<file path="config.mk">
export PLATFORM = sky130hd
export DESIGN_NAME = startup_cal_and_nvm_program_ctrl
export DESIGN_NICKNAME = d
export VERILOG_FILES = /design/src/rtl/pin_glitch_filter.v /design/src/rtl/startup_cal_and_nvm_program_ctrl.v
export VERILOG_INCLUDE_DIRS = /design/src /design/src/rtl
export SDC_FILE = /design/constraint.sdc
export NUM_CORES = 1
export LEC_CHECK = 0
export ABC_AREA = 0
export BUFFER_PORTS_ARGS = -buffer_cell sky130_fd_sc_hd__buf_2
export CAP_MARGIN = 20
export CORE_UTILIZATION = 56
export DETAILED_ROUTE_END_ITERATION = 16
export PLACE_DENSITY = 0.84
export SLEW_MARGIN = 20
export SYNTH_ARGS = -nofsm -noshare
export SYNTH_HDL_FRONTEND = slang
export SYNTH_SLANG_ARGS = --single-unit
</file>
<file path="constraint.sdc">
create_clock -name ref_clk_i -period 2.36 [get_ports ref_clk_i]
set_clock_uncertainty 0.05 [all_clocks]
set_input_delay 0.118 -clock ref_clk_i [delete_from_list [all_inputs] [get_ports ref_clk_i]]
set_output_delay 0.118 -clock ref_clk_i [all_outputs]
set_load 0.005 [all_outputs]
</file>
<file path="src/rtl/startup_ctrl_defs.vh">
`ifndef STARTUP_CTRL_DEFS_VH
`define STARTUP_CTRL_DEFS_VH
// Register indices (byte address is index times four)
`define REG_PTR_IDX       6'h0D
`define REG_WORD_IDX      6'h0E
`define REG_STARTUP_IDX   6'h0F
`define REG_STATUS_IDX    6'h10
`define REG_CMD_IDX       6'h11
`define ADDR_W            8
// Reset values
`define STARTUP_RST       16'h0037
`define WORD_RST          16'h0000
`define PTR_RST           6'h00
// Startup control fields
`define F_KEY_HI          15
`define F_KEY_LO          12
`define F_RSVD_HI         11
`define F_RSVD_LO         9
`define F_FB_AUTO         8
`define F_SKIP_CAL        7
`define F_SKIP_CFG        6
`define F_MUTE_CAL        5
`define F_REFDIV_HI       4
`define F_REFDIV_LO       3
`define F_SCL_FILT        2
`define F_SDA_FILT        1
`define F_AUTO_CAL        0
`define KEY_OPEN          4'h5
// Command register bits
`define CMD_COMMIT        0
`define CMD_CAL           1
// Sequencer states
`define ST_IDLE           3'h0
`define ST_LOAD           3'h1
`define ST_COARSE         3'h2
`define ST_FINE           3'h3
`define ST_DONE           3'h4
// Feedback divider values chosen by the sequencer
`define FB_NDIV_AUTO      15'h0064
`define FB_PRESC_AUTO     2'h1
// Glitch filter depth in clock cycles
`define FILT_CYCLES       3
`endif

</file>
<file path="src/rtl/pin_glitch_filter.v">
`default_nettype none
// Passes a pin only after it stays stable for DEPTH cycles, or raw when off
module pin_glitch_filter #(
  parameter DEPTH = 3
) (
  input  wire ref_clk_i,
  input  wire rstn_i,
  input  wire ce_i,
  input  wire en_i,
  input  wire pin_i,
  output wire pin_o
);
  reg  [DEPTH-1:0] hist_r;
  reg              stable_r;
  wire             all_one;
  wire             all_zero;

  assign all_one  = &hist_r;
  assign all_zero = ~|hist_r;

  // History shift and settled level
  always @(posedge ref_clk_i or negedge rstn_i)
  begin
    if (!rstn_i)
    begin
      hist_r   <= {DEPTH{1'b1}};
      stable_r <= 1'b1;
    end
    else if (ce_i)
    begin
      hist_r <= {hist_r[DEPTH-2:0], pin_i};
      if (all_one)
        stable_r <= 1'b1;
      else if (all_zero)
        stable_r <= 1'b0;
    end
  end

  assign pin_o = en_i ? stable_r : pin_i;
endmodule // pin_glitch_filter
`default_nettype wire

</file>
<file path="src/rtl/startup_cal_and_nvm_program_ctrl.v">
// Our own choice: the address-and-strobe port.
`default_nettype none
`include "startup_ctrl_defs.vh"
// Behaviour
// (RULE1) Data word write programs NVM at pointer
// (RULE2) Pointer advances after each data write
// (RULE3) Only key 5h unlocks; others lock
// (RULE4) Locked key refuses programming and commit
// (RULE5) Auto bit lets sequencer set feedback divider
// (RULE6) Coarse calibration round precedes fine round
// (RULE7) Skip bit bypasses both calibration rounds
// (RULE8) Skip-config clears at power-on; soft reset honours
// (RULE9) Mute outputs during calibration when enabled
// (RULE10) Calibration reference divided by two to power
// (RULE11) Glitch filter on serial clock pin three
// (RULE12) Glitch filter on serial data pin two
// (RULE13) Auto calibration at power-up and reload
// (RULE14) Pointer write starts programming sequence
// (RULE15) Reserved bits store and read back only
module startup_cal_and_nvm_program_ctrl #(
  parameter ROUND_CYCLES = 16,
  parameter LOAD_CYCLES  = 8
) (
  input  wire        ref_clk_i,
  input  wire        rstn_i,
  input  wire        soft_rst_i,
  input  wire        ce_i,
  input  wire [7:0]  addr_i,
  input  wire [15:0] wdata_i,
  input  wire        wr_i,
  input  wire        rd_i,
  output reg  [15:0] rdata_o,
  input  wire        multi_pin_three_i,
  input  wire        multi_pin_two_i,
  output wire        serial_clock_o,
  output wire        serial_data_o,
  output reg         nvm_prog_o,
  output reg  [5:0]  nvm_prog_addr_o,
  output reg  [15:0] nvm_prog_data_o,
  output reg         nvm_commit_o,
  output reg         cfg_load_o,
  input  wire        nvm_busy_i,
  output reg         coarse_calibration_o,
  output reg         fine_calibration_o,
  output reg         outputs_mute_o,
  output reg  [3:0]  phase_detector_div_o,
  output reg         fb_auto_o,
  output reg  [14:0] fb_ndiv_o,
  output reg  [1:0]  fb_presc_o,
  output reg         cal_done_o
);
  // Register copies
  reg  [15:0] startup_r;
  reg  [15:0] word_r;
  reg  [5:0]  ptr_r;
  reg         seq_active_r;
  reg  [1:0]  refused_r;
  reg  [15:0] rdata_nxt;

  // Startup sequencer
  reg  [2:0]  state_r;
  reg  [2:0]  state_nxt;
  reg  [15:0] cnt_r;
  reg  [15:0] cnt_nxt;
  wire        cal_req;
  wire        cal_run;

  // Bus decode and programming requests
  wire [5:0]  idx;
  wire        hit_word;
  wire        hit_ptr;
  wire        hit_start;
  wire        hit_cmd;
  wire        hit_status;
  wire        unlocked;
  wire        prog_req;
  wire        prog_ok;
  wire        prog_refused;
  wire        commit_req;
  wire        commit_ok;
  wire        commit_refused;
  wire [15:0] status_word;

  assign idx       = addr_i[7:2];
  assign hit_word  = (idx == `REG_WORD_IDX);
  assign hit_ptr   = (idx == `REG_PTR_IDX);
  assign hit_start = (idx == `REG_STARTUP_IDX);
  assign hit_cmd   = (idx == `REG_CMD_IDX);
  assign hit_status = (idx == `REG_STATUS_IDX);
  // Unlocked only by the exact key value
  assign unlocked  = (startup_r[`F_KEY_HI:`F_KEY_LO] == `KEY_OPEN); // RULE3
  assign cal_req   = wr_i && hit_cmd && wdata_i[`CMD_CAL];
  assign cal_run   = (state_r == `ST_COARSE) || (state_r == `ST_FINE);

  // Programming and commit are taken only when unlocked and idle
  assign prog_req       = wr_i && hit_word;
  assign prog_ok        = prog_req && unlocked && seq_active_r &&
                          !nvm_busy_i; // RULE4
  assign prog_refused   = prog_req && !prog_ok;
  assign commit_req     = wr_i && hit_cmd && wdata_i[`CMD_COMMIT];
  assign commit_ok      = commit_req && unlocked && !nvm_busy_i; // RULE4
  assign commit_refused = commit_req && !commit_ok;

  // Status word: refusals, pointer written, key state, sequencer
  assign status_word = {8'h00, refused_r, seq_active_r, unlocked,
                        state_r, cal_done_o};

  // Startup control; skip-config only zero after async power-on reset
  always @(posedge ref_clk_i or negedge rstn_i)
  begin
    if (!rstn_i)
      startup_r <= `STARTUP_RST; // RULE8
    else if (ce_i && wr_i && hit_start)
      startup_r <= wdata_i; // RULE15
  end

  // Program pointer and data word, programming and commit pulses
  always @(posedge ref_clk_i or negedge rstn_i)
  begin
    if (!rstn_i)
    begin
      word_r          <= `WORD_RST;
      ptr_r           <= `PTR_RST;
      seq_active_r    <= 1'b0;
      nvm_prog_o      <= 1'b0;
      nvm_prog_addr_o <= 6'h00;
      nvm_prog_data_o <= 16'h0000;
      nvm_commit_o    <= 1'b0;
    end
    else if (ce_i)
    begin
      nvm_prog_o   <= prog_ok; // RULE1
      nvm_commit_o <= commit_ok; // RULE4
      if (wr_i && hit_ptr)
      begin
        ptr_r        <= wdata_i[5:0]; // RULE14
        seq_active_r <= 1'b1; // RULE14
      end
      else if (prog_req)
        word_r <= wdata_i;
      if (prog_ok)
      begin
        nvm_prog_addr_o <= ptr_r; // RULE1
        nvm_prog_data_o <= wdata_i; // RULE1
        ptr_r           <= ptr_r + 6'h01; // RULE2
      end
    end
  end

  // Refusal flags; a refusal in the cycle of a status read wins
  always @(posedge ref_clk_i or negedge rstn_i)
  begin
    if (!rstn_i)
      refused_r <= 2'h0;
    else if (ce_i)
    begin
      if (rd_i && hit_status)
        refused_r <= 2'h0;
      if (prog_refused)
        refused_r[0] <= 1'b1; // RULE4
      if (commit_refused)
        refused_r[1] <= 1'b1; // RULE4
    end
  end

  // Startup sequencer next-state logic
  always @*
  begin
    state_nxt = state_r;
    cnt_nxt   = cnt_r;
    case (state_r)
      `ST_IDLE:
      begin
        if (cal_req && !startup_r[`F_SKIP_CAL])
        begin
          state_nxt = `ST_COARSE;
          cnt_nxt   = 16'h0000;
        end
      end
      `ST_LOAD:
      begin
        if (cnt_r == LOAD_CYCLES - 1)
        begin
          cnt_nxt = 16'h0000;
          // Calibrate after load only when enabled and not skipped
          if (startup_r[`F_AUTO_CAL] && !startup_r[`F_SKIP_CAL]) // RULE13
            state_nxt = `ST_COARSE; // RULE7
          else
            state_nxt = `ST_DONE;
        end
        else
          cnt_nxt = cnt_r + 16'h0001;
      end
      `ST_COARSE:
      begin
        if (cnt_r == ROUND_CYCLES - 1)
        begin
          state_nxt = `ST_FINE; // RULE6
          cnt_nxt   = 16'h0000;
        end
        else
          cnt_nxt = cnt_r + 16'h0001;
      end
      `ST_FINE:
      begin
        if (cnt_r == ROUND_CYCLES - 1)
        begin
          state_nxt = `ST_DONE; // RULE6
          cnt_nxt   = 16'h0000;
        end
        else
          cnt_nxt = cnt_r + 16'h0001;
      end
      `ST_DONE:
      begin
        if (cal_req && !startup_r[`F_SKIP_CAL]) // RULE7
        begin
          state_nxt = `ST_COARSE;
          cnt_nxt   = 16'h0000;
        end
      end
      default:
      begin
        state_nxt = `ST_IDLE;
        cnt_nxt   = 16'h0000;
      end
    endcase
  end

  // Sequencer state; soft reset reruns load unless config is skipped; calibration follows when enabled
  always @(posedge ref_clk_i or negedge rstn_i)
  begin
    if (!rstn_i)
    begin
      state_r <= `ST_LOAD; // RULE13
      cnt_r   <= 16'h0000;
    end
    else if (ce_i)
    begin
      if (soft_rst_i)
      begin
        cnt_r <= 16'h0000;
        if (!startup_r[`F_SKIP_CFG])
          state_r <= `ST_LOAD; // RULE8
        else if (startup_r[`F_AUTO_CAL] && !startup_r[`F_SKIP_CAL])
          state_r <= `ST_COARSE;
        else
          state_r <= `ST_DONE;
      end
      else
      begin
        state_r <= state_nxt;
        cnt_r   <= cnt_nxt;
      end
    end
  end

  // Calibration side outputs from flip-flops
  always @(posedge ref_clk_i or negedge rstn_i)
  begin
    if (!rstn_i)
    begin
      cfg_load_o           <= 1'b0;
      coarse_calibration_o <= 1'b0;
      fine_calibration_o   <= 1'b0;
      outputs_mute_o       <= 1'b0;
      phase_detector_div_o <= 4'h1;
      cal_done_o           <= 1'b0;
    end
    else if (ce_i)
    begin
      cfg_load_o           <= (state_r == `ST_LOAD);
      coarse_calibration_o <= (state_r == `ST_COARSE); // RULE6
      fine_calibration_o   <= (state_r == `ST_FINE); // RULE6
      outputs_mute_o       <= cal_run && startup_r[`F_MUTE_CAL]; // RULE9
      // One-hot power of two divide of the reference
      phase_detector_div_o <= 4'h1 <<
        startup_r[`F_REFDIV_HI:`F_REFDIV_LO]; // RULE10
      cal_done_o           <= (state_r == `ST_DONE);
    end
  end

  // Feedback divider values driven by the sequencer in auto mode
  always @(posedge ref_clk_i or negedge rstn_i)
  begin
    if (!rstn_i)
    begin
      fb_auto_o  <= 1'b0;
      fb_ndiv_o  <= 15'h0000;
      fb_presc_o <= 2'h0;
    end
    else if (ce_i)
    begin
      fb_auto_o <= startup_r[`F_FB_AUTO]; // RULE5
      if (cal_run && startup_r[`F_FB_AUTO])
      begin
        fb_ndiv_o  <= `FB_NDIV_AUTO; // RULE5
        fb_presc_o <= `FB_PRESC_AUTO; // RULE5
      end
    end
  end

  // Read mux; unmapped and write-only indices read zero
  always @*
  begin
    rdata_nxt = 16'h0000;
    case (idx)
      `REG_PTR_IDX:     rdata_nxt = {10'h000, ptr_r};
      `REG_WORD_IDX:    rdata_nxt = word_r;
      `REG_STARTUP_IDX: rdata_nxt = startup_r; // RULE15
      `REG_STATUS_IDX:  rdata_nxt = status_word;
      default:          rdata_nxt = 16'h0000;
    endcase
  end

  // Register read port, data one cycle after strobe
  always @(posedge ref_clk_i or negedge rstn_i)
  begin
    if (!rstn_i)
      rdata_o <= 16'h0000;
    else if (ce_i)
      rdata_o <= rd_i ? rdata_nxt : 16'h0000;
  end

  // Serial pin glitch filters
  pin_glitch_filter #(.DEPTH(`FILT_CYCLES)) u_scl_filt (
    .ref_clk_i (ref_clk_i),
    .rstn_i    (rstn_i),
    .ce_i      (ce_i),
    .en_i      (startup_r[`F_SCL_FILT]), // RULE11
    .pin_i     (multi_pin_three_i),
    .pin_o     (serial_clock_o)
  );

  pin_glitch_filter #(.DEPTH(`FILT_CYCLES)) u_sda_filt (
    .ref_clk_i (ref_clk_i),
    .rstn_i    (rstn_i),
    .ce_i      (ce_i),
    .en_i      (startup_r[`F_SDA_FILT]), // RULE12
    .pin_i     (multi_pin_two_i),
    .pin_o     (serial_data_o)
  );
endmodule // startup_cal_and_nvm_program_ctrl
`default_nettype wire

</file>
* Word-level counts from Yosys, hierarchy flattened
Cells that the tools add are included.
Word-level totals: register bits 120, input port bits 33, output and inout port bits 69, logic and storage cells 119
Cells by class: add/subtract/negate cells 2, equal/unequal tests 18, shift operators 1, muxes and demuxes 26, bitwise operators 1, reductions and logical operators 45
Operator list (count):
- two-way mux 16 bit | 5
- case mux 16 bit (4 select lines) | 1
- case mux 16 bit (3 select lines) | 1
- two-way mux 3 bit | 7
- logical AND 1 bit | 19
- equality test 6 x 4 -> 1 bit, second input constant | 3
- AND reduction 2 bit | 9
- adder 16 x 1 -> 16 bit, second input constant | 1
- equality test 16 x 3 -> 1 bit, second input constant | 1
- equality test 16 x 4 -> 1 bit, second input constant | 1
- equality test 6 x 5 -> 1 bit, second input constant | 2
- two-way mux 6 bit | 2
- case mux 3 bit (4 select lines) | 1
- != test 3 bit, second input constant | 3
- AND reduction 3 bit | 3
- two-way mux 1 bit | 8
- adder 6 x 1 -> 6 bit, second input constant | 1
- equality test 3 x 2 -> 1 bit, second input constant | 2
- nonzero test 2 bit | 3
- OR reduction 3 bit | 2
- AND reduction 5 bit | 1
- equality test 4 x 3 -> 1 bit, second input constant | 1
- logical NOT 1 bit | 4
- != test 2 x 1 -> 1 bit, second input constant | 2
- other kinds (9) | 10

* Longest topological paths before layout
depth after elaboration 9, gate-level depth with buffers 8, depth with buffers taken out 6

* By module
From an unflattened synthesis, not the netlist that was laid out.
Second synthesis, totals: cell total of the unflattened synthesis 493, area, all modules 5580.4 µm²
By module, submodules not included:
- startup_cal_and_nvm_program_ctrl | times used 1, cells each 467, area each 5212.5 µm², sequential area each 2786.4 µm²
- pin_glitch_filter | times used 2, cells each 13, area each 183.9 µm², sequential area each 105.1 µm²

* Worst setup path before layout
OpenSTA, ideal clock, no wires.
path kind flip-flop to flip-flop, start reg state_r[0], end reg cnt_r[4], library setup time 0.096 ns, arrival time 1.649 ns, required time 2.214 ns, slack 0.565 ns, cell stages (with the launch flop) 7, path buffers 1, period minus slack after synthesis 1.795 ns, cells stage by stage dfstp_2 buf_2 nor2_1 nor3_1 o21ai_1 or2_2 o31ai_1
Between the ends: longest elaborated chain between the ends 4, elaborated cells between the ends (all ways) 11, those cells by class eq/ne: 5; mux: 2; reduce/logical: 4
Ends and longest elaborated chain:
- start: declaration | RTL line startup_cal_and_nvm_program_ctrl.v:61 | reg [2:0] state_r;
- start signal: assignment | RTL line startup_cal_and_nvm_program_ctrl.v:235 | state_r <= `ST_LOAD;
- start signal: assignment | RTL line startup_cal_and_nvm_program_ctrl.v:244 | state_r <= `ST_LOAD;
- start signal: assignment | RTL line startup_cal_and_nvm_program_ctrl.v:246 | state_r <= `ST_COARSE;
- equality test 3 bit, or another cell as far along | RTL line startup_cal_and_nvm_program_ctrl.v:171 | case (state_r)
- OR reduction 2 bit (no line)
- case mux 16 bit (3 select lines) / != test 3 x 1 -> 1 bit (equally long branches)
- two-way mux 16 bit / AND reduction 2 bit (equally long branches)
- end signal: assignment | RTL line startup_cal_and_nvm_program_ctrl.v:253 | cnt_r <= cnt_nxt;
- end: declaration | RTL line startup_cal_and_nvm_program_ctrl.v:63 | reg [15:0] cnt_r;
Parallel ways exist; a longest one is shown, timed or not. A chain may end at the register's enable or synchronous reset.

* Worst setup path in the final report
start reg startup_r[13], end reg nvm_prog_addr_o[2]
Between the ends: longest elaborated chain between the ends 5
Ends and longest elaborated chain:
- start: declaration | RTL line startup_cal_and_nvm_program_ctrl.v:53 | reg [15:0] startup_r;
- start signal: assignment | RTL line startup_cal_and_nvm_program_ctrl.v:112 | startup_r <= `STARTUP_RST;
- start signal: assignment | RTL line startup_cal_and_nvm_program_ctrl.v:114 | startup_r <= wdata_i;
- equality test 4 x 3 -> 1 bit (no line)
- logical AND 1 bit (3 in a row) | RTL line startup_cal_and_nvm_program_ctrl.v:97 | assign prog_ok = prog_req && unlocked && seq_active_r &&
- AND reduction 2 bit (no line)
- end signal: assignment | RTL line startup_cal_and_nvm_program_ctrl.v:143 | nvm_prog_addr_o <= ptr_r;
- end: declaration | RTL line startup_cal_and_nvm_program_ctrl.v:38 | output reg [5:0] nvm_prog_addr_o,
Every way passes these cells.

==> flow_metrics.py <==
metrics = {
    "timing": {
        "fmax_mhz": 470,
        "setup_viol_count_final": 0,
        "period_needed_ns": 2.13,
        "finalHoldViolations": 0,
        "setup_tns_ns": 0,
        "finalCritPeriodShare_pct": 90.1,
        "rsz0062_at_grt": "no",
        "slew_headroom_pct": 63.0,
        "tightest_slew_ns": 0.555,
        "slew_violations": 0,
    },
    "critical_path": {
        "arrival_ns": 2.49,
        "cp-start-kind": "flop",
        "cp-end-kind": "flop",
        "path_class": "flop to flop",
        "ff2ff_path_depth": 5,
        "cp.required_ns": 2.72,
        "rrSetupSlack_ns": 0.23,
        "rr_startpoint": "startup_r[13]$_DFFE_PN0P_",
        "worst-path-max-fanout": 14,
        "r2r-end": "nvm_prog_addr_o[2]$_DFFE_PN0P_",
    },
    "floorplan": {
        "ios": 102,
        "die-width_um": 102,
        "initial_core_util_pct": 57.3,
        "fp.dieArea_sq_um": 10400,
        "rows": 36,
        "core_area_sq_um": 9730,
        "die_y_um": 102,
    },
    "grt": {
        "grt_antenna_before_repair": 0,
        "grt_pass1_vias": 4392,
        "track_usage_pct": 28.9,
        "grt_pass1_wl_um": 22000,
        "grt_overflow": 0,
        "grt_max_degree": 48,
    },
    "drt": {
        "drt_iter0_drc": 266,
        "vias": 4444,
        "drc": 0,
        "ant_nets": 0,
        "drt_pass1_iterations": 5,
        "wl_per_cell_um": 18.4,
        "via_per_inst": 5.97,
        "wl_um": 13700,
    },
    "cts": {
        "cts-root-buf": "clkbuf_8",
        "cts_tree": "done",
        "cts_buffers": 17,
        "cts_max_level": 4,
        "cts-resized-gates": 0,
        "cts.sinks": 119,
        "clk_path_buf_depth": 2,
        "clk_latency_ns": 0.53,
        "clk_pin_slew_ns": 0.06,
    },
    "finish": {
        "drive_gt1_share_pct": 36.1,
        "syn2layout_area_growth_pct": 26.4,
        "mostFrequentLayoutCell": "dfrtp_1",
        "layout.nets": 634,
        "postLayoutCellArea_sq_um": 7050,
        "num-fill-cells": 655,
        "final_cells": 745,
        "final_cell_mix": "dfrtp_1, buf_2, mux2_2",
        "diodes": 0,
    },
    "synth": {
        "syn_area_sq_um": 5570,
        "synthCells": 478,
        "async_flop_share_pct": 100,
        "avgSynthCellArea_sq_um": 11.7,
        "synth_flop_cell": "dfrtp_1",
        "synth-seq-cells": 119,
        "yosysSeqAreaShare_pct": 53.8,
        "synthDistinctLibCells": 59,
        "yosys_warnings": 0,
        "synth_enable_flop_cells": 0,
    },
    "place": {
        "placed_cell_area_sq_um": 6130,
        "hpwl_um": 8900,
        "io_buffers": 86,
        "place.gp.congestion": 0.831,
        "dp_cells": 687,
    },
    "pwr": {
        "combPwrFrac_pct": 11.9,
        "p_leak_uw": 0.00338,
        "powerDensity_nw_per_um2": 847,
        "p_int_uw": 4450,
        "p_switching_uw": 1520,
        "swShare_pct": 25.5,
        "p_seq_share_pct": 40.3,
        "vdd_drop_max_mv": 0.704,
        "clkPwrFrac_pct": 47.8,
    },
    "hold_path": {
        "hold_class": "input port to async pin",
    },
    "job": {
        "maxCapViolCount": 0,
    },
    "outcome": {
        "status": "completed",
    },
}
flip-flops by register name (all words and copies together), names as in the netlist, 2 cells and up:
signal / count
u_scl_filt.hist_r: 3
startup_r: 16
phase_detector_div_o: 4
cnt_r: 16
refused_r: 2
state_r: 3
word_r: 16
u_sda_filt.hist_r: 3
nvm_prog_data_o: 16
rdata_o: 16
nvm_prog_addr_o: 6
ptr_r: 6
what timing repair did:
action,4_1_cts,5_1_grt
hold buffers,26,0
endpoints found under the hold margin,175,0
buffers inserted,0,0
power groups by stage:
stage	registers (uW)	logic [uW]	clock network (uW)
3_3_place_gp	2420	641	0
2_1_floorplan	2360	471	0
3_5_place_dp	2430	669	0
6_report	2410	713	2850
5_1_grt	2430	790	2990
4_1_cts	2400	711	2880
critical path, cell delays in order (launching register included):
cell	delay [ns]
dfrtp_1	0.41
nand4bb_1	0.34
nor2_1	0.35
and3_1	0.26
buf_4	0.23
mux2_2	0.36
per-layer routing:
layer	vias to the layer above	track usage, %	part of all wire (%)
met2	172	47.7	51
met1	2249	36.4	41
met5	-	0	0
met4	0	12.8	2.0
met3	24	6.76	5.7
li1	1999	-	-
metrics by stage:
step / total power [uW] / hold WS [ns] / setup WS (ns) / util [%]
final: 5970 / 0.0275 / 0.234 / 72.4
after global routing: 6210 / 0.0404 / 0.142 / 72.4
after CTS: 6000 / 0.0180 / 0.252 / 72.4
after detailed placement: 3100 / 0.0340 / 0.255 / 63.0
after global placement: 3060 / 0.0219 / 0.366 / 63.0
after floorplan: 2830 / -0.228 / 0.565 / -
how the worst max path moves through the flow:
stage	cells past startpoint	to	slack (ns)	from
floorplan	6	cnt_r[4]$_DFFE_PN0P_	0.56	state_r[0]$_DFFE_PN1P_
global placement	6	cnt_r[15]$_DFFE_PN0P_	0.37	cnt_r[12]$_DFFE_PN0P_
detailed placement	6	cnt_r[8]$_DFFE_PN0P_	0.26	cnt_r[12]$_DFFE_PN0P_
CTS	6	cnt_r[8]$_DFFE_PN0P_	0.25	cnt_r[12]$_DFFE_PN0P_
global route	6	cnt_r[8]$_DFFE_PN0P_	0.14	cnt_r[12]$_DFFE_PN0P_
finish	5	nvm_prog_addr_o[2]$_DFFE_PN0P_	0.23	startup_r[13]$_DFFE_PN0P_
layout make-up:
type | count | area, sq um | share of cell area (%)
well taps | 133 | 166 | 2.36
clock inverters | 13 | 215 | 3.05
repair buffers | 131 | 861 | 12.2
inverters | 10 | 37.5 | 0.533
flip-flops and latches | 119 | 3000 | 42.5
clock buffers | 19 | 442 | 6.27
multi-input cells | 320 | 2330 | 33.0
Yosys cell counts, drive strengths merged (2+ instances only):
master	count	share of area, %
mux2	64	13
o21ai	26	2.3
clkbuf	12	0.81
ha	2	0.45
a22oi	16	2.2
nor4	7	0.79
buf	29	3.8
nand2b	8	0.94
nor2b	4	0.45
a22o	14	2.2
o32ai	2	0.45
nand2	35	2.4
a31oi	6	0.67
nand4bb	2	0.70
nor3	12	1.2
a21oi	12	1.1
dfrtp	104	47
and2	2	0.22
nand4	5	0.56
o31ai	6	0.81
o2bb2ai	14	2.2
or3	5	0.56
dfstp	15	7.1
a222oi	2	0.36
mux2i	5	0.90
nor2	18	1.3
and3	8	0.90
a221o	2	0.36
nand3b	3	0.40
nand4b	2	0.31
inv	10	0.67
nand3	9	0.81
kinds of logic after synthesis:
group	Yosys count	share of synthesized area [%]
and+or+nand+nor	124	12.2
DFF	119	53.8
AOI/OAI and AO/OA	112	14.5
muxes	69	13.8
buffers and inverters	51	5.25
adders and majority gates	2	0.449
other	1	0.0673
No activity file was read; power rests on OpenSTA's default activity.
